[src/rtl/gsp_pkg.sv]
// constants, register map and timing counts for the gigabit serdes pma block
// Summary of operation
// RQ1: transmit word is captured into the holding register on each reference clock rising edge.
// RQ2: each captured word is sent serially, bit 0 first, then ascending bit order.
// RQ3: loopback enabled routes the transmitted serial stream into the receive path.
// RQ4: during loopback the line output holds static one, positive high, negative low.
// RQ5: below detection threshold, signal present drops and received word is forced all ones; the code ignores the line level while loopback is enabled.
// RQ6: receiver recovers data and two byte clocks running 180 degrees apart.
// RQ7: transmit latency from capture edge to first serial bit is about 4.4 bits; the code's latency varies with the free running frame phase.
// RQ8: receive latency from first serial bit to presenting byte clock edge is 28 bits.
// RQ9: after a phase disturbance, bit synchronisation is regained within 2500 bit times.
// RQ10: after power-up, frequency lock within 500 us; received data invalid before then.
// RQ11: reference clock guaranteed between 124.0 and 126.0 MHz, serial rate ten times that.
// RQ12: successive received words are presented alternately on the two byte clocks; the code repeats the odd clock when a realignment follows an odd word.
// RQ13: received word bit 0 is least significant and holds the earliest serial bit.
// RQ14: comma alignment enabled aligns to 0011111XXX, presents on odd clock, flags comma seen; the code does both only for commas in the odd slot.
// RQ15: comma alignment disabled keeps current boundary and holds comma seen low.
// RQ16: when signal returns, stop forcing ones, raise present, resume after bit lock.
package gsp_pkg;

  // clock and scaled line timing: one serial bit per system clock cycle
  localparam int              CLK_PERIOD_PS      = 10000;
  localparam int              BIT_PS             = CLK_PERIOD_PS;
  localparam int              WORD_W             = 10;
  localparam logic [3:0]      LAST_BIT           = 4'h9;
  localparam logic [9:0]      ALL_ONES           = 10'h3FF;
  localparam int              COMMA_W            = 7;
  localparam logic [6:0]      COMMA_HEAD         = 7'h7C;

  // receive latency in tenths of a bit and its derived presentation point
  localparam int              RX_LAT_TENTHS_BITS = 280;
  localparam int              RX_LAT_CYC         = (RX_LAT_TENTHS_BITS * BIT_PS) / (10 * CLK_PERIOD_PS);
  localparam int              RX_RISE_OFS        = RX_LAT_CYC - 2 * WORD_W - 2;
  localparam logic [3:0]      RISE_CNT           = 4'(RX_RISE_OFS - 1);

  // lock times
  localparam int              BIT_SYNC_BITS      = 2500;
  localparam int              BIT_SYNC_CYC       = (BIT_SYNC_BITS * BIT_PS) / CLK_PERIOD_PS;
  localparam logic [11:0]     BSYNC_LOAD         = 12'(BIT_SYNC_CYC);
  localparam int              FLOCK_US           = 500;
  localparam int              FLOCK_CYC          = (FLOCK_US * 1000000) / CLK_PERIOD_PS;

  // register bus
  localparam int              AXI_AW             = 8;
  localparam logic [7:0]      CTRL_OFS           = 8'h00;
  localparam logic [7:0]      STATUS_OFS         = 8'h04;
  localparam logic [7:0]      IRQ_STAT_OFS       = 8'h08;
  localparam logic [7:0]      IRQ_MASK_OFS       = 8'h0C;
  localparam logic [1:0]      RESP_OKAY          = 2'h0;
  localparam logic [1:0]      RESP_SLVERR        = 2'h2;

  // field layouts and reset values
  localparam int              CTRL_W             = 2;
  localparam int              CTRL_LOOP_BIT      = 0;
  localparam int              CTRL_COMMA_BIT     = 1;
  localparam logic [1:0]      CTRL_RST           = 2'h0;
  localparam int              STAT_SIG_BIT       = 0;
  localparam int              STAT_LOCK_BIT      = 1;
  localparam int              IRQ_W              = 3;
  localparam int              IRQ_COMMA_BIT      = 0;
  localparam int              IRQ_SIGLOST_BIT    = 1;
  localparam int              IRQ_LOCK_BIT       = 2;
  localparam logic [2:0]      IRQ_MASK_RST       = 3'h0;

endpackage : gsp_pkg

[src/rtl/gsp_regs.sv]
// axi4-lite register file with control, status and sticky interrupt bits
`timescale 1ns/1ps
`default_nettype none
module gsp_regs (
  // clock and reset
  input  wire logic                          clk,
  input  wire logic                          sys_rst,
  // axi4-lite slave
  input  wire logic [gsp_pkg::AXI_AW-1:0]    s_axi_awaddr,
  input  wire logic                          s_axi_awvalid,
  output var  logic                          s_axi_awready,
  input  wire logic [31:0]                   s_axi_wdata,
  input  wire logic [3:0]                    s_axi_wstrb,
  input  wire logic                          s_axi_wvalid,
  output var  logic                          s_axi_wready,
  output var  logic [1:0]                    s_axi_bresp,
  output var  logic                          s_axi_bvalid,
  input  wire logic                          s_axi_bready,
  input  wire logic [gsp_pkg::AXI_AW-1:0]    s_axi_araddr,
  input  wire logic                          s_axi_arvalid,
  output var  logic                          s_axi_arready,
  output var  logic [31:0]                   s_axi_rdata,
  output var  logic [1:0]                    s_axi_rresp,
  output var  logic                          s_axi_rvalid,
  input  wire logic                          s_axi_rready,
  // block side
  input  wire logic                          sig_present,
  input  wire logic                          locked,
  input  wire logic [gsp_pkg::IRQ_W-1:0]     events,
  output var  logic                          serial_loopback_enable,
  output var  logic                          comma_align_enable,
  output var  logic                          irq
);
  import gsp_pkg::*;

  logic                  aw_hs, w_hs, ar_hs, do_wr;
  logic                  aw_got_r, w_got_r, awready_r, wready_r;
  logic                  bvalid_r, arready_r, rvalid_r, irq_r;
  logic [AXI_AW-1:0]     awaddr_r;
  logic [31:0]           wdata_r, rdata_r, rd_mux;
  logic [3:0]            wstrb_r;
  logic [1:0]            bresp_r, rresp_r;
  logic [CTRL_W-1:0]     ctrl_r;
  logic [IRQ_W-1:0]      ist_r, imask_r, ist_clr;

  function automatic logic mapped(input logic [AXI_AW-1:0] a);
    mapped = (a == CTRL_OFS) || (a == STATUS_OFS) || (a == IRQ_STAT_OFS) || (a == IRQ_MASK_OFS);
  endfunction : mapped

  assign aw_hs = s_axi_awvalid & awready_r;
  assign w_hs  = s_axi_wvalid & wready_r;
  assign ar_hs = s_axi_arvalid & arready_r;
  assign do_wr = aw_got_r & w_got_r & ~bvalid_r;

  // address and data are taken independently; the write lands once both are held
  always_ff @(posedge clk) begin
    if (sys_rst) begin
      aw_got_r  <= 1'b0;
      w_got_r   <= 1'b0;
      awready_r <= 1'b0;
      wready_r  <= 1'b0;
      awaddr_r  <= '0;
      wdata_r   <= '0;
      wstrb_r   <= '0;
    end else begin
      if (aw_hs) begin
        aw_got_r <= 1'b1;
        awaddr_r <= s_axi_awaddr;
      end else if (do_wr) begin
        aw_got_r <= 1'b0;
      end
      if (w_hs) begin
        w_got_r <= 1'b1;
        wdata_r <= s_axi_wdata;
        wstrb_r <= s_axi_wstrb;
      end else if (do_wr) begin
        w_got_r <= 1'b0;
      end
      awready_r <= ~aw_hs & (~aw_got_r | do_wr);
      wready_r  <= ~w_hs & (~w_got_r | do_wr);
    end
  end

  always_ff @(posedge clk) begin
    if (sys_rst) begin
      bvalid_r <= 1'b0;
      bresp_r  <= RESP_OKAY;
    end else if (do_wr) begin
      bvalid_r <= 1'b1;
      bresp_r  <= mapped(awaddr_r) ? RESP_OKAY : RESP_SLVERR;
    end else if (s_axi_bready) begin
      bvalid_r <= 1'b0;
    end
  end

  always_ff @(posedge clk) begin
    if (sys_rst) begin
      ctrl_r  <= CTRL_RST;
      imask_r <= IRQ_MASK_RST;
    end else if (do_wr && wstrb_r[0]) begin
      if (awaddr_r == CTRL_OFS) ctrl_r <= wdata_r[CTRL_W-1:0];
      if (awaddr_r == IRQ_MASK_OFS) imask_r <= wdata_r[IRQ_W-1:0];
    end
  end

  // write one to clear; an event in the clearing cycle wins
  assign ist_clr = (do_wr && wstrb_r[0] && awaddr_r == IRQ_STAT_OFS) ? wdata_r[IRQ_W-1:0] : '0;

  always_ff @(posedge clk) begin
    if (sys_rst) begin
      ist_r <= '0;
      irq_r <= 1'b0;
    end else begin
      ist_r <= (ist_r & ~ist_clr) | events;
      irq_r <= |(ist_r & imask_r);
    end
  end

  always_comb begin
    rd_mux = 32'h00000000;
    case (s_axi_araddr)
      CTRL_OFS:     rd_mux[CTRL_W-1:0] = ctrl_r;
      STATUS_OFS:   rd_mux[STAT_LOCK_BIT:STAT_SIG_BIT] = {locked, sig_present};
      IRQ_STAT_OFS: rd_mux[IRQ_W-1:0] = ist_r;
      IRQ_MASK_OFS: rd_mux[IRQ_W-1:0] = imask_r;
      default:      rd_mux = 32'h00000000;
    endcase
  end

  always_ff @(posedge clk) begin
    if (sys_rst) begin
      rvalid_r  <= 1'b0;
      arready_r <= 1'b0;
      rdata_r   <= '0;
      rresp_r   <= RESP_OKAY;
    end else begin
      if (ar_hs) begin
        rvalid_r <= 1'b1;
        rdata_r  <= rd_mux;
        rresp_r  <= mapped(s_axi_araddr) ? RESP_OKAY : RESP_SLVERR;
      end else if (s_axi_rready) begin
        rvalid_r <= 1'b0;
      end
      arready_r <= ~ar_hs & (~rvalid_r | s_axi_rready);
    end
  end

  assign s_axi_awready          = awready_r;
  assign s_axi_wready           = wready_r;
  assign s_axi_bvalid           = bvalid_r;
  assign s_axi_bresp            = bresp_r;
  assign s_axi_arready          = arready_r;
  assign s_axi_rvalid           = rvalid_r;
  assign s_axi_rdata            = rdata_r;
  assign s_axi_rresp            = rresp_r;
  assign serial_loopback_enable = ctrl_r[CTRL_LOOP_BIT];
  assign comma_align_enable     = ctrl_r[CTRL_COMMA_BIT];
  assign irq                    = irq_r;

endmodule : gsp_regs
`default_nettype wire

[src/rtl/gsp_serdes_pma.sv]
// serializer and deserializer datapath with comma alignment, loss of signal and lock timing
`timescale 1ns/1ps
`default_nettype none
module gsp_serdes_pma #(
  parameter int FLOCK_CYCLES = gsp_pkg::FLOCK_CYC
) (
  // clock and reset
  input  wire logic                          clk,
  input  wire logic                          sys_rst,
  // axi4-lite slave
  input  wire logic [gsp_pkg::AXI_AW-1:0]    s_axi_awaddr,
  input  wire logic                          s_axi_awvalid,
  output var  logic                          s_axi_awready,
  input  wire logic [31:0]                   s_axi_wdata,
  input  wire logic [3:0]                    s_axi_wstrb,
  input  wire logic                          s_axi_wvalid,
  output var  logic                          s_axi_wready,
  output var  logic [1:0]                    s_axi_bresp,
  output var  logic                          s_axi_bvalid,
  input  wire logic                          s_axi_bready,
  input  wire logic [gsp_pkg::AXI_AW-1:0]    s_axi_araddr,
  input  wire logic                          s_axi_arvalid,
  output var  logic                          s_axi_arready,
  output var  logic [31:0]                   s_axi_rdata,
  output var  logic [1:0]                    s_axi_rresp,
  output var  logic                          s_axi_rvalid,
  input  wire logic                          s_axi_rready,
  output var  logic                          irq,
  // parallel transmit side
  input  wire logic                          reference_clock_in,
  input  wire logic [gsp_pkg::WORD_W-1:0]    tx_word,
  // serial line
  output var  logic                          line_tx_pos,
  output var  logic                          line_tx_neg,
  input  wire logic                          line_rx_data,
  input  wire logic                          line_level_ok,
  // parallel receive side
  output var  logic [gsp_pkg::WORD_W-1:0]    rx_word,
  output var  logic                          recv_byte_clk_even,
  output var  logic                          recv_byte_clk_odd,
  output var  logic                          comma_seen,
  output var  logic                          line_signal_present
);
  import gsp_pkg::*;

  localparam logic [15:0] FLOCK_LOAD = 16'(FLOCK_CYCLES);

  logic                   serial_loopback_enable, comma_align_enable;
  logic [IRQ_W-1:0]       irq_events;

  logic                   ref_s1_r, ref_s2_r, ref_s3_r, ref_edge;
  logic [WORD_W-1:0]      txw_s1_r, txw_s2_r, txw_s3_r;
  logic                   rxd_s1_r, rxd_s2_r, lvl_s1_r, lvl_s2_r;

  logic [WORD_W-1:0]      hold_r, tx_shift_r, tx_shift_dn;
  logic [3:0]             tx_cnt_r;
  logic                   tx_wrap, tx_bit;
  logic                   line_tx_pos_r, line_tx_neg_r;

  logic [WORD_W-1:0]      rx_sr_r, rx_cand, held_r, pres_r, rx_word_r;
  logic [3:0]             rx_cnt_r;
  logic                   rx_bit, sig_ok, comma_hit, rx_done, rise_now, valid, realign;
  logic                   held_comma_r, held_odd_r, pres_comma_r, pres_odd_r;
  logic                   byte_clk_even_r, byte_clk_odd_r, comma_seen_r;
  logic                   line_signal_present_r;

  logic [15:0]            flock_cnt_r;
  logic [11:0]            bsync_cnt_r;
  logic                   locked_r, locked_nxt;

  // pins from outside the clock domain; stage one feeds only stage two
  always_ff @(posedge clk) begin
    if (sys_rst) begin
      ref_s1_r <= 1'b0;
      ref_s2_r <= 1'b0;
      ref_s3_r <= 1'b0;
      txw_s1_r <= '0;
      txw_s2_r <= '0;
      txw_s3_r <= '0;
      rxd_s1_r <= 1'b0;
      rxd_s2_r <= 1'b0;
      lvl_s1_r <= 1'b0;
      lvl_s2_r <= 1'b0;
    end else begin
      ref_s1_r <= reference_clock_in;
      ref_s2_r <= ref_s1_r;
      ref_s3_r <= ref_s2_r;
      txw_s1_r <= tx_word;
      txw_s2_r <= txw_s1_r;
      txw_s3_r <= txw_s2_r;
      rxd_s1_r <= line_rx_data;
      rxd_s2_r <= rxd_s1_r;
      lvl_s1_r <= line_level_ok;
      lvl_s2_r <= lvl_s1_r;
    end
  end

  // txw_s3 is the word as it stood just before the edge, so hold time after the edge is safe
  assign ref_edge = ref_s2_r & ~ref_s3_r; // [RQ11]

  always_ff @(posedge clk) begin
    if (sys_rst) begin
      hold_r <= '0;
    end else if (ref_edge) begin
      hold_r <= txw_s3_r; // [RQ1]
    end
  end

  // free running word frame; latency from capture to first bit varies with frame phase
  assign tx_wrap     = (tx_cnt_r == LAST_BIT);
  assign tx_bit      = tx_shift_r[0];
  assign tx_shift_dn = {1'b0, tx_shift_r[WORD_W-1:1]};

  always_ff @(posedge clk) begin
    if (sys_rst) begin
      tx_cnt_r   <= '0;
      tx_shift_r <= '0;
    end else begin
      tx_cnt_r   <= tx_wrap ? 4'h0 : tx_cnt_r + 4'h1;
      tx_shift_r <= tx_wrap ? hold_r : tx_shift_dn; // [RQ2] [RQ7]
    end
  end

  always_ff @(posedge clk) begin
    if (sys_rst || serial_loopback_enable) begin
      line_tx_pos_r <= 1'b1; // [RQ4]
      line_tx_neg_r <= 1'b0;
    end else begin
      line_tx_pos_r <= tx_bit; // [RQ2]
      line_tx_neg_r <= ~tx_bit;
    end
  end

  // receive bit source and word framing
  assign rx_bit    = serial_loopback_enable ? tx_bit : rxd_s2_r; // [RQ3]
  assign sig_ok    = serial_loopback_enable | lvl_s2_r;
  assign rx_cand   = {rx_bit, rx_sr_r[WORD_W-1:1]}; // [RQ13]
  assign comma_hit = comma_align_enable & (rx_cand[COMMA_W-1:0] == COMMA_HEAD); // [RQ14]
  assign rx_done   = (rx_cnt_r == LAST_BIT) | comma_hit; // [RQ15]
  assign rise_now  = (rx_cnt_r == RISE_CNT);
  assign realign   = comma_hit & (rx_cnt_r != LAST_BIT); // [RQ14]
  assign valid     = locked_r & sig_ok;

  always_ff @(posedge clk) begin
    if (sys_rst) begin
      rx_sr_r  <= '0;
      rx_cnt_r <= '0;
    end else begin
      rx_sr_r  <= rx_cand;
      rx_cnt_r <= rx_done ? 4'h0 : rx_cnt_r + 4'h1;
    end
  end

  // one word of holding delay sets the latency; commas are flagged only on the odd slot
  always_ff @(posedge clk) begin
    if (sys_rst) begin
      held_r       <= ALL_ONES;
      held_comma_r <= 1'b0;
      held_odd_r   <= 1'b0;
      pres_r       <= ALL_ONES;
      pres_comma_r <= 1'b0;
      pres_odd_r   <= 1'b1; // first presented word rises the odd clock
    end else if (rx_done) begin
      held_r       <= rx_cand;
      held_comma_r <= comma_hit & (realign | ~held_odd_r);
      held_odd_r   <= realign | ~held_odd_r; // [RQ14] [RQ12]
      pres_r       <= held_r;
      pres_comma_r <= held_comma_r;
      pres_odd_r   <= held_odd_r;
    end
  end

  // a realignment may repeat one parity, so one clock skips a rising edge once
  always_ff @(posedge clk) begin
    if (sys_rst) begin
      byte_clk_even_r <= 1'b1;
      byte_clk_odd_r  <= 1'b0;
    end else if (rise_now) begin
      byte_clk_odd_r  <= pres_odd_r; // [RQ6] [RQ8] [RQ12]
      byte_clk_even_r <= ~pres_odd_r;
    end
  end

  always_ff @(posedge clk) begin
    if (sys_rst || !valid) begin
      rx_word_r <= ALL_ONES; // [RQ5] [RQ10]
    end else if (rise_now) begin
      rx_word_r <= pres_r; // [RQ16]
    end
  end

  always_ff @(posedge clk) begin
    if (sys_rst || !valid || !comma_align_enable) begin
      comma_seen_r <= 1'b0; // [RQ15]
    end else if (rise_now) begin
      comma_seen_r <= pres_comma_r; // [RQ14]
    end
  end

  always_ff @(posedge clk) begin
    if (sys_rst) begin
      line_signal_present_r <= 1'b0;
    end else begin
      line_signal_present_r <= sig_ok; // [RQ5] [RQ16]
    end
  end

  // lock timers: frequency lock once after reset, bit sync after every signal loss
  assign locked_nxt = (flock_cnt_r == 16'h0000) & (bsync_cnt_r == 12'h000) & sig_ok;

  always_ff @(posedge clk) begin
    if (sys_rst) begin
      flock_cnt_r <= FLOCK_LOAD;
    end else if (flock_cnt_r != 16'h0000) begin
      flock_cnt_r <= flock_cnt_r - 16'h0001; // [RQ10]
    end
  end

  always_ff @(posedge clk) begin
    if (sys_rst || !sig_ok) begin
      bsync_cnt_r <= BSYNC_LOAD; // [RQ9] [RQ16]
    end else if (bsync_cnt_r != 12'h000) begin
      bsync_cnt_r <= bsync_cnt_r - 12'h001;
    end
  end

  always_ff @(posedge clk) begin
    if (sys_rst) begin
      locked_r <= 1'b0;
    end else begin
      locked_r <= locked_nxt;
    end
  end

  assign irq_events[IRQ_COMMA_BIT]   = rise_now & pres_comma_r & comma_align_enable & valid;
  assign irq_events[IRQ_SIGLOST_BIT] = line_signal_present_r & ~sig_ok;
  assign irq_events[IRQ_LOCK_BIT]    = locked_nxt & ~locked_r;

  gsp_regs u_regs (
    .clk                    (clk),
    .sys_rst                (sys_rst),
    .s_axi_awaddr           (s_axi_awaddr),
    .s_axi_awvalid          (s_axi_awvalid),
    .s_axi_awready          (s_axi_awready),
    .s_axi_wdata            (s_axi_wdata),
    .s_axi_wstrb            (s_axi_wstrb),
    .s_axi_wvalid           (s_axi_wvalid),
    .s_axi_wready           (s_axi_wready),
    .s_axi_bresp            (s_axi_bresp),
    .s_axi_bvalid           (s_axi_bvalid),
    .s_axi_bready           (s_axi_bready),
    .s_axi_araddr           (s_axi_araddr),
    .s_axi_arvalid          (s_axi_arvalid),
    .s_axi_arready          (s_axi_arready),
    .s_axi_rdata            (s_axi_rdata),
    .s_axi_rresp            (s_axi_rresp),
    .s_axi_rvalid           (s_axi_rvalid),
    .s_axi_rready           (s_axi_rready),
    .sig_present            (line_signal_present_r),
    .locked                 (locked_r),
    .events                 (irq_events),
    .serial_loopback_enable (serial_loopback_enable),
    .comma_align_enable     (comma_align_enable),
    .irq                    (irq)
  );

  assign line_tx_pos         = line_tx_pos_r;
  assign line_tx_neg         = line_tx_neg_r;
  assign rx_word             = rx_word_r;
  assign recv_byte_clk_even  = byte_clk_even_r;
  assign recv_byte_clk_odd   = byte_clk_odd_r;
  assign comma_seen          = comma_seen_r;
  assign line_signal_present = line_signal_present_r;
endmodule : gsp_serdes_pma
`default_nettype wire

[config.mk]
export PLATFORM = sky130hd
export DESIGN_NAME = gsp_serdes_pma
export DESIGN_NICKNAME = d
export VERILOG_FILES = /design/src/rtl/gsp_pkg.sv /design/src/rtl/gsp_regs.sv /design/src/rtl/gsp_serdes_pma.sv
export SDC_FILE = /design/constraint.sdc
export NUM_CORES = 1
export LEC_CHECK = 0
export BUFFER_PORTS_ARGS = -buffer_cell sky130_fd_sc_hd__clkbuf_2
export CAP_MARGIN = 20
export CORE_UTILIZATION = 45
export CTS_CLUSTER_DIAMETER = 40
export DETAILED_ROUTE_END_ITERATION = 10
export GPL_TIMING_DRIVEN = 0
export PLACE_DENSITY = 0.7
export SLEW_MARGIN = 40
export SYNTH_ARGS = -nofsm -noshare
export SYNTH_HDL_FRONTEND = slang
export SYNTH_SLANG_ARGS = --single-unit
[constraint.sdc]
create_clock -name clk -period 2.1 [get_ports clk]
set_clock_uncertainty 0.1 [all_clocks]
set_input_delay 0.315 -clock clk [delete_from_list [all_inputs] [get_ports clk]]
set_output_delay 0.315 -clock clk [all_outputs]
set_load 0.01 [all_outputs]
* Yosys cells after proc, flatten, opt, wreduce, memory -nomap -nowiden
Cells that the tools add are included.
Storage, ports and cells: bits in registers 179, logic and storage cells 153, output and inout port bits 58, input bits 72
Operators by class: reduce and logical (&&, ||, !) cells 31, mux-type cells 14, add/subtract/negate cells 4, equality and inequality tests 11, bitwise gates (word level) 44
Operator list (count):
- $eq 8x4->1 const B | 4
- $and 1x1->1 | 20
- $eq 8x3->1 const B | 2
- $logic_not 16->1 | 1
- $logic_not 8->1 | 2
- $reduce_bool 16->1 | 1
- $sub 16x1->16 const B | 1
- $not 1->1 | 14
- $logic_not 12->1 | 1
- $reduce_bool 12->1 | 1
- $sub 12x1->12 const B | 1
- $logic_or 1x1->1 | 10
- $mux 9 | 1
- $add 4x1->4 const B | 2
- $eq 4x4->1 const B | 2
- $mux 1 | 8
- $pmux 2 s4 | 1
- $reduce_bool 2->1 | 4
- $eq 7x7->1 const B | 1
- $and 3x3->3 | 2
- $or 1x1->1 | 6
- $reduce_or 2->1 | 3
- $eq 4x3->1 const B | 1
- $mux 2 | 2
- 9 further kinds | 13

* Logic depth before layout (Yosys ltp)
Gate-level depths: netlist (run 1).
depth in word-level cells 8, gate-level depth with buffers 7, mapped depth without buffers 6

* By module
From an unflattened synthesis (run 1), not the netlist that was laid out.
Unflattened totals: cell total of the unflattened synthesis 714, area, all modules 6653.9 µm²
By module, submodules not included:
- gsp_serdes_pma | cells each 533, sequential area each 2862.7 µm², area each 5057.4 µm², instances 1
- gsp_regs | cells each 181, sequential area each 660.6 µm², area each 1596.5 µm², instances 1

* Worst setup path after synthesis (run 1)
No wires, ideal clock.
path kind reg-to-reg, from register flock_cnt_r[0], to register flock_cnt_r[12], setup time 70 ps, slack -77 ps, arrival time 2007 ps, period minus slack after synthesis 2177 ps, cell stages (with the launch flop) 8, path buffers 1, data required time 1930 ps, cell sequence dfxtp_1 -> inv_1 -> ha_1 -> or3b_4 -> or3_1 -> buf_2 -> or4_1 -> a21oi_1
On the way: cells in the longest elaborated chain, start to end 1, elaborated cells between the ends (all ways) 2, classes of those cells add/sub: 1; reduce/logical: 1
RTL lines:
- start, declared | line gsp_serdes_pma.sv:67 | logic [15:0] flock_cnt_r;
- start signal, assigned | line gsp_serdes_pma.sv:215 | flock_cnt_r <= flock_cnt_r - 16'h0001;
- $sub 16x1->16 or $reduce_bool 16->1 (tied branches) | line gsp_serdes_pma.sv:215, gsp_serdes_pma.sv:214
Parallel ways exist; a longest one is shown, timed or not. A chain may end at the register's enable or synchronous reset.

* Worst setup path after layout (run 1)
Same ends and word-level chain as after synthesis.

==> results of run 1 <==
==> cells in the final DEF (no fill, tap or decap), drive strengths merged, types with 5 or more instances in the layout <==
| cell | count |
|---|---|
| dfxtp | 176 |
| nand2 | 113 |
| clkbuf | 110 |
| nand3 | 50 |
| nor2b | 50 |
| buf | 46 |
| a21oi | 43 |
| conb | 31 |
| nor2 | 30 |
| nor3 | 18 |
| inv | 18 |
| o21ai | 13 |
| dlygate4sd3 | 12 |
| or4 | 12 |
| or3 | 10 |
| a22o | 9 |
| mux2i | 9 |
| nor4 | 8 |
| nand2b | 7 |
| o31ai | 6 |
| ha | 6 |
| and2 | 5 |
| nand3b | 5 |
==> path summary, 6_finish.rpt <==
kind	start	endpoint	slack, ns	cells past startpoint
setup reg to reg	flock_cnt_r[0]	flock_cnt_r[12]	0.02	6
hold / removal	s_axi_awaddr[0]	u_regs.awaddr_r[0]	0.02	3
hold reg to reg	txw_s2_r[3]	txw_s3_r[3]	0.33	1
setup / recovery	flock_cnt_r[0]	flock_cnt_r[12]	0.02	6
==> kinds of logic (layout without fill, tap and decap cells) <==
family	after synthesis	in the layout	synth area share (%)
xor gates and xnor gates	7	7	0.9382
buffers and inverters	75	195	6.184
muxes	12	12	2.240
DFF	176	176	53.92
other	1	31	0.05738
adders and majority gates	6	6	1.149
and+or+nand+nor	326	326	25.66
AOI/OAI and AO/OA	98	98	9.861
==> repair_timing <==
action                                 4_1_cts  5_1_grt
pin swaps                                    5        3
endpoints found under the hold margin       12        0
cloned                                       0        0
resized for setup                           12       24
buffers inserted                            10        3
setup endpoints to repair                   18       46
hold buffers                                12        0
==> power by group through the flow <==
stage	Combinational [mW]	Clock, mW	Sequential [mW]
final	0.459	3.22	3.49
after global routing	0.519	3.44	3.50
after CTS	0.449	3.28	3.49
after detailed placement	0.404	0	3.56
after global placement	0.398	0	3.56
after floorplan	0.289	0	3.55
==> layer usage <==
layer | share of wire, % | up-vias
met2 | 46 | 120
met5 | 0 | -
met4 | 1.5 | 0
met1 | 49 | 2272
li1 | - | 2635
met3 | 4.3 | 22
==> cell type report <==
type                       count  share of cell area (%)
timing repair buffer          90                   6.668
buffer                        60                   4.332
tap                          180                   2.765
sequential                   176                   43.36
clock buffer                  18                   5.270
clock inverter                14                   2.182
inverter                      13                  0.5992
multi-input combinational    480                   34.83
==> critical path: stages, from the launching register on <==
cell	delay, ns
dfxtp_2	0.34
inv_2	0.08
ha_4	0.13
or3b_4	0.37
or3_4	0.37
or4_4	0.49
a21oi_2	0.14
==> sequential cells by signal, indices dropped and copies added (netlist names), 9 cells and up <==
register	flops
tx_shift_r	10
flock_cnt_r	16
hold_r	10
pres_r	10
txw_s1_r	10
txw_s2_r	10
txw_s3_r	10
held_r	10
bsync_cnt_r	12
rx_sr_r	9
rx_word	10
==> Yosys cell counts (all sizes together) (7+ instances only) <==
cell type / n / share of area (%)
nand3: 50 / 3.8
buf: 35 / 3.9
mux2i: 9 / 1.4
nor2b: 50 / 4.8
nand2b: 7 / 0.67
o21ai: 13 / 1.0
nor3: 18 / 1.5
a22o: 9 / 1.2
clkbuf: 27 / 1.6
dfxtp: 176 / 54
inv: 13 / 0.75
or3: 10 / 0.96
nand2: 113 / 6.5
a21oi: 43 / 3.3
nor4: 8 / 1.2
or4: 12 / 1.4
nor2: 30 / 1.7
==> results by group, run 1 <==
Outcome
  • Outcome: finished clean

Place
  • HPWL after detailed placement: 9.219 mm
  • DP Area: 0.007209 mm²
  • Pre-CTS worst setup slack: -0.1695 ns
  • Final weighted congestion of routability-driven global placement: 0.8022
  • Count of buffers inserted at the top-level ports: 65
  • DP Cell Count: 976

Floorplan
  • Num rows: 43
  • Die area: 0.01501 mm²
  • Y dimension of the die: 122.5 µm
  • Die Wd: 122.5 µm
  • IO Count: 130
  • Effective utilization at floorplan: 46.54%
  • CORE AREA: 0.01404 mm²

Cells and area
  • Fillcell total: 1246
  • Post-layout instance count excluding filler cells: 1031
  • Footprint of the flip-flops and latches: 0.003531 mm²
  • Multi-input logic area: 0.002836 mm²
  • Antenna diode count: 0
  • Final instance area: 0.008144 mm²
  • Layout Nets: 916
  • Fraction of final layout cells with drive strength greater than 1: 21.39%
  • Core utilization of the finished layout: 58.00%
  • Area Overhead vs Synth: 24.62%

STA
  • Total count of hold-check failures in the final report: 0
  • Worst slew margin relative to its limit: 49.10%
  • Slew at the pin closest to its max-slew limit: 0.7635 ns
  • Crit share post-route: 99.15%
  • Final Setup Violations: 0
  • Maximum frequency from static timing analysis: 0.4803 GHz
  • Post-layout min period: 2.082 ns
  • Final sum of negative setup slack: 0 ns
  • Worst-case setup margin in the final layout: 0.01786 ns
  • Final Max Tran Viols: 0
  • Min Hold Slack: 0.02191 ns
  • Setup repair after global routing missed its margin: yes

GRT
  • Overall global routing resource usage: 19.33%
  • M2 GR Usage: 30.65%
  • Global-route wire length before repair: 22.29 mm
  • Met3 GRT Util: 4.879%
  • Pin count of the biggest net entering global routing: 17
  • Most Used Layer, Global Route: met2
  • Via count of the first global-routing pass: 4708
  • Met1 layer usage reported by global route: 24.69%
  • Antenna violations before repair: 0
  • Global route total overflow: 0

Clock tree
  • Depth of the CTS H-tree: 4
  • TritonCTS clock tree: yes
  • Clock-pin transition on the worst setup and hold timing paths: 0.07 ns
  • CTS Buf Count: 17
  • Root buffer cell: clkbuf_16
  • Count of clock tree sinks: 176
  • Clock buffer depth: 2
  • Clk_lat worst skew: 0.43 ns

Power and ir drop
  • IR drop worst, VDD: 0.5605 mV
  • Comb pwr share: 6.4%
  • Proportion of total power due to net switching: 22.78%
  • Clock share of power: 44.9%
  • Sw Pwr: 1.632 mW
  • Power density relative to cell area: 879.7 mW/mm²
  • Final Power: 7.164 mW
  • Static Leakage: 3.357 nW
  • Portion of total power attributed to sequential cells: 48.7%
  • Internal power contribution: 5.533 mW

Synth
  • Part of the Yosys area used for sequential elements: 53.92%
  • Synthesis warning total: 0
  • Number of instances in the synthesized netlist: 701
  • Share of synthesized flip-flops with an asynchronous set or reset: 0%
  • Syn_area_per_cell: 9.322 µm²
  • Unique cell type count in the Yosys netlist: 58
  • Post-synthesis cell area: 0.006535 mm²
  • Flip-flop and latch count after synthesis: 176
  • Top flip-flop cell by instance count after synthesis: dfxtp_1
  • Number of synthesized flops with an enable pin: 0

Worst setup path
  • CP Data Required Time: 2.36 ns
  • Worst-path maximum fanout: 6
  • Worst Setup Start Kind: register
  • Worst Path Arrival: 2.34 ns
  • Worst Path Class, Setup: register to register
  • Kind of end point of the critical path: register

Detailed routing
  • Detail-routed net length per standard cell: 12.94 µm
  • Number of design rule violations left after detail routing: 0
  • Antenna-violating nets left: 0
  • Via density per instance: 4.897
  • Number of detailed-routing iterations run before antenna repair: 5
  • WL final: 13.34 mm
  • Initial DRC Count: 236
  • Count of vias placed by the detailed router: 5049

Flow run
  • Max capacitance violation total: 0

Hold path
  • Worst hold path type: input port to register
No activity file was read; power rests on OpenSTA's default activity.
==> run 2, diff against run 1 <==
Settings changed: CORE_UTILIZATION 45 to 49, PLACE_DENSITY 0.7 to 0.75.
==> run 2 against run 1 <==
  * The run now ends with setup timing left
  * Wire length is 5.3% higher
  * Highest routed layer unchanged
  * Sequential share of layout area rose by 0.096 points
  * Register-to-register slack got worse by 0.03 ns
  * Worst setup slack got worse by 0.030 ns
  * Clock power fell by 3%
  * Global-route usage is 1.3 points higher
  * First-iteration DRC count increased by 29%
  * Cell area fell by 0.29%
  * Non-clock buffer count shrank 4
  * Clock-buffer cell count increased by 2
==> results by group, run 2 (same netlist as run 1, synthesis figures left out) <==
Cells and area
  • Final instance area: 0.008120 mm² (was 0.008144 mm²)
  • Largest register FFs: 16 (unchanged)
  • Most common library cell in the layout ignoring fill and taps: dfxtp_1 (unchanged)
  • Largest registers ranked by flip-flop count: flock_cnt_r x16, bsync_cnt_r x12 (unchanged)
  • Largest Register: flock_cnt_r (unchanged)
  • Leading cell types in the layout, fill and taps excluded: dfxtp_1 (172), nand2_1 (113), clkbuf_2 (65) (was dfxtp_1 (172), nand2_1 (113), clkbuf_2 (68))
  • Area Overhead vs Synth: 24.26% (was 24.62%)
  • Core utilization of the finished layout: 63.32% (was 58.00%)
  • Layout Nets: 913 (was 916)
  • Fraction of final layout cells with drive strength greater than 1: 20.99% (was 21.39%)
  • Antenna diode count: 0 (unchanged)

Floorplan
  • IO Count: 130 (unchanged)
  • Die area: 0.01380 mm² (was 0.01501 mm²)
  • Num rows: 41 (was 43)
  • Effective utilization at floorplan: 50.96% (was 46.54%)
  • CORE AREA: 0.01282 mm² (was 0.01404 mm²)
  • Die Wd: 117.5 µm (was 122.5 µm)
  • Y dimension of the die: 117.5 µm (was 122.5 µm)

Place
  • HPWL after detailed placement: 9.607 mm (was 9.219 mm)
  • Pre-CTS worst setup slack: -0.2379 ns (was -0.1695 ns)
  • DP Area: 0.007199 mm² (was 0.007209 mm²)
  • Count of buffers inserted at the top-level ports: 65 (unchanged)
  • Final weighted congestion of routability-driven global placement: 0.8850 (was 0.8022)

STA
  • Slew at the pin closest to its max-slew limit: 1.000 ns (was 0.7635 ns)
  • Worst-case setup margin in the final layout: -0.01233 ns (was 0.01786 ns)
  • Final Setup Violations: 1 (was 0)
  • Final Max Tran Viols: 0 (unchanged)
  • Total count of hold-check failures in the final report: 0 (unchanged)
  • Crit share post-route: 100.6% (was 99.15%)
  • Worst slew margin relative to its limit: 32.69% (was 49.10%)
  • Maximum frequency from static timing analysis: 0.4734 GHz (was 0.4803 GHz)
  • Final sum of negative setup slack: -0.01233 ns (was 0 ns)
  • Post-layout min period: 2.112 ns (was 2.082 ns)
  • Setup repair after global routing missed its margin: yes (unchanged)

GRT
  • Pin count of the biggest net entering global routing: 17 (unchanged)
  • Global route total overflow: 0 (unchanged)
  • Global-route wire length before repair: 22.94 mm (was 22.29 mm)
  • Overall global routing resource usage: 20.59% (was 19.33%)
  • Via count of the first global-routing pass: 4927 (was 4708)
  • Antenna violations before repair: 0 (unchanged)

Worst setup path
  • Worst Path Class, Setup: register to register (unchanged)
  • Worst Setup Start Kind: register (unchanged)
  • Worst Path Arrival: 2.36 ns (was 2.34 ns)
  • CP Data Required Time: 2.35 ns (was 2.36 ns)
  • Kind of end point of the critical path: register (unchanged)
  • Worst-path maximum fanout: 7 (was 6)

Detailed routing
  • WL final: 14.05 mm (was 13.34 mm)
  • Detail-routed net length per standard cell: 13.77 µm (was 12.94 µm)
  • Number of detailed-routing iterations run before antenna repair: 4 (was 5)
  • Count of vias placed by the detailed router: 5262 (was 5049)
  • Antenna-violating nets left: 0 (unchanged)
  • Number of design rule violations left after detail routing: 0 (unchanged)
  • Initial DRC Count: 304 (was 236)
  • Via density per instance: 5.159 (was 4.897)

Clock tree
  • TritonCTS clock tree: yes (unchanged)
  • CTS Buf Count: 17 (unchanged)
  • Count of clock tree sinks: 176 (unchanged)
  • Clock-pin transition on the worst setup and hold timing paths: 0.06 ns (was 0.07 ns)
  • Root buffer cell: clkbuf_16 (unchanged)
  • Depth of the CTS H-tree: 4 (unchanged)
  • Clk_lat worst skew: 0.43 ns (about the same)
  • Clock buffer depth: 2 (unchanged)

Flow run
  • Max capacitance violation total: 0 (unchanged)

Power and ir drop
  • Power density relative to cell area: 873.3 mW/mm² (was 879.7 mW/mm²)
  • Static Leakage: 3.338 nW (was 3.357 nW)
  • IR drop worst, VDD: 0.5649 mV (was 0.5605 mV)

Outcome
  • Outcome: finished, violations left (was finished clean)
  • Violations in the final reports: setup timing

Hold path
  • Worst hold path type: input port to register (unchanged)
==> run 2: cell count changes in the layout (fill, tap and decap cells not counted), moves of 2 or more <==
cell,change
clkbuf_2,-3
clkbuf_1,+2
clkinv_4,+2
nor4_2,-2
inv_6,-4
clkbuf_8,+2
buf_4,-2
nor4_4,+2
dlygate4sd3_1,-2
==> run 2: repair_timing <==
item                                    CTS  global route
gates resized for setup                  13            19
endpoints found under the hold margin    10             0
pin swaps                                 5             3
cloned                                    0             1
hold buffers                             10             0
setup buffers                             9             2
endpoints found under the setup margin   22            38
==> run 2: final timing paths <==
check	to	start	cells after the start	slack (ns)
setup reg to reg	flock_cnt_r[12]	flock_cnt_r[0]	6	-0.01
setup / recovery	flock_cnt_r[12]	flock_cnt_r[0]	6	-0.01
hold reg to reg	txw_s3_r[8]	txw_s2_r[8]	1	0.33
hold / removal	txw_s1_r[3]	tx_word[3]	2	0.01
==> run 2: layer usage <==
metal / global-route usage, % / wire length [µm]
met5: 0 / 0
met4: 8.894 / 259
met3: 4.893 / 633
met2: 34.69 / 6963
met1: 25.07 / 6191
==> run 2: stage by stage <==
step	std cells	hold slack, ns	power (mW)
4_1_cts	1019	0.001664	7.101
5_1_grt	1020	0.008372	7.345
2_1_floorplan	731	0.3032	3.837
3_3_place_gp	968	0.3169	3.946
6_report	1020	0.01398	7.091
3_5_place_dp	968	0.3204	3.969
==> run 2: layout make-up <==
type                    count  area, µm²
fillers                  1060       4705
repair buffers             86      520.5
inverters                  13      48.80
plain buffers              60      345.3
clock inverters            12      135.1
well taps                 172      215.2
multi-input cells         481       2870
flip-flops and latches    176       3528
clock buffers              20      456.7
==> run 2: report_power, final <==
part	switching (mW)	leakage (nW)	internal (mW)	total, mW
sequential	0.0693	1.43	3.43	3.50
clock	1.30	0.279	1.82	3.12
combinational	0.254	1.62	0.222	0.476
==> run 2: critical path, stage by stage, from the launching register on <==
cell     delay, ns
dfxtp_2       0.35
inv_2         0.09
ha_4          0.14
or3b_4        0.37
or3_4         0.38
or4_4         0.50
a21oi_2       0.12
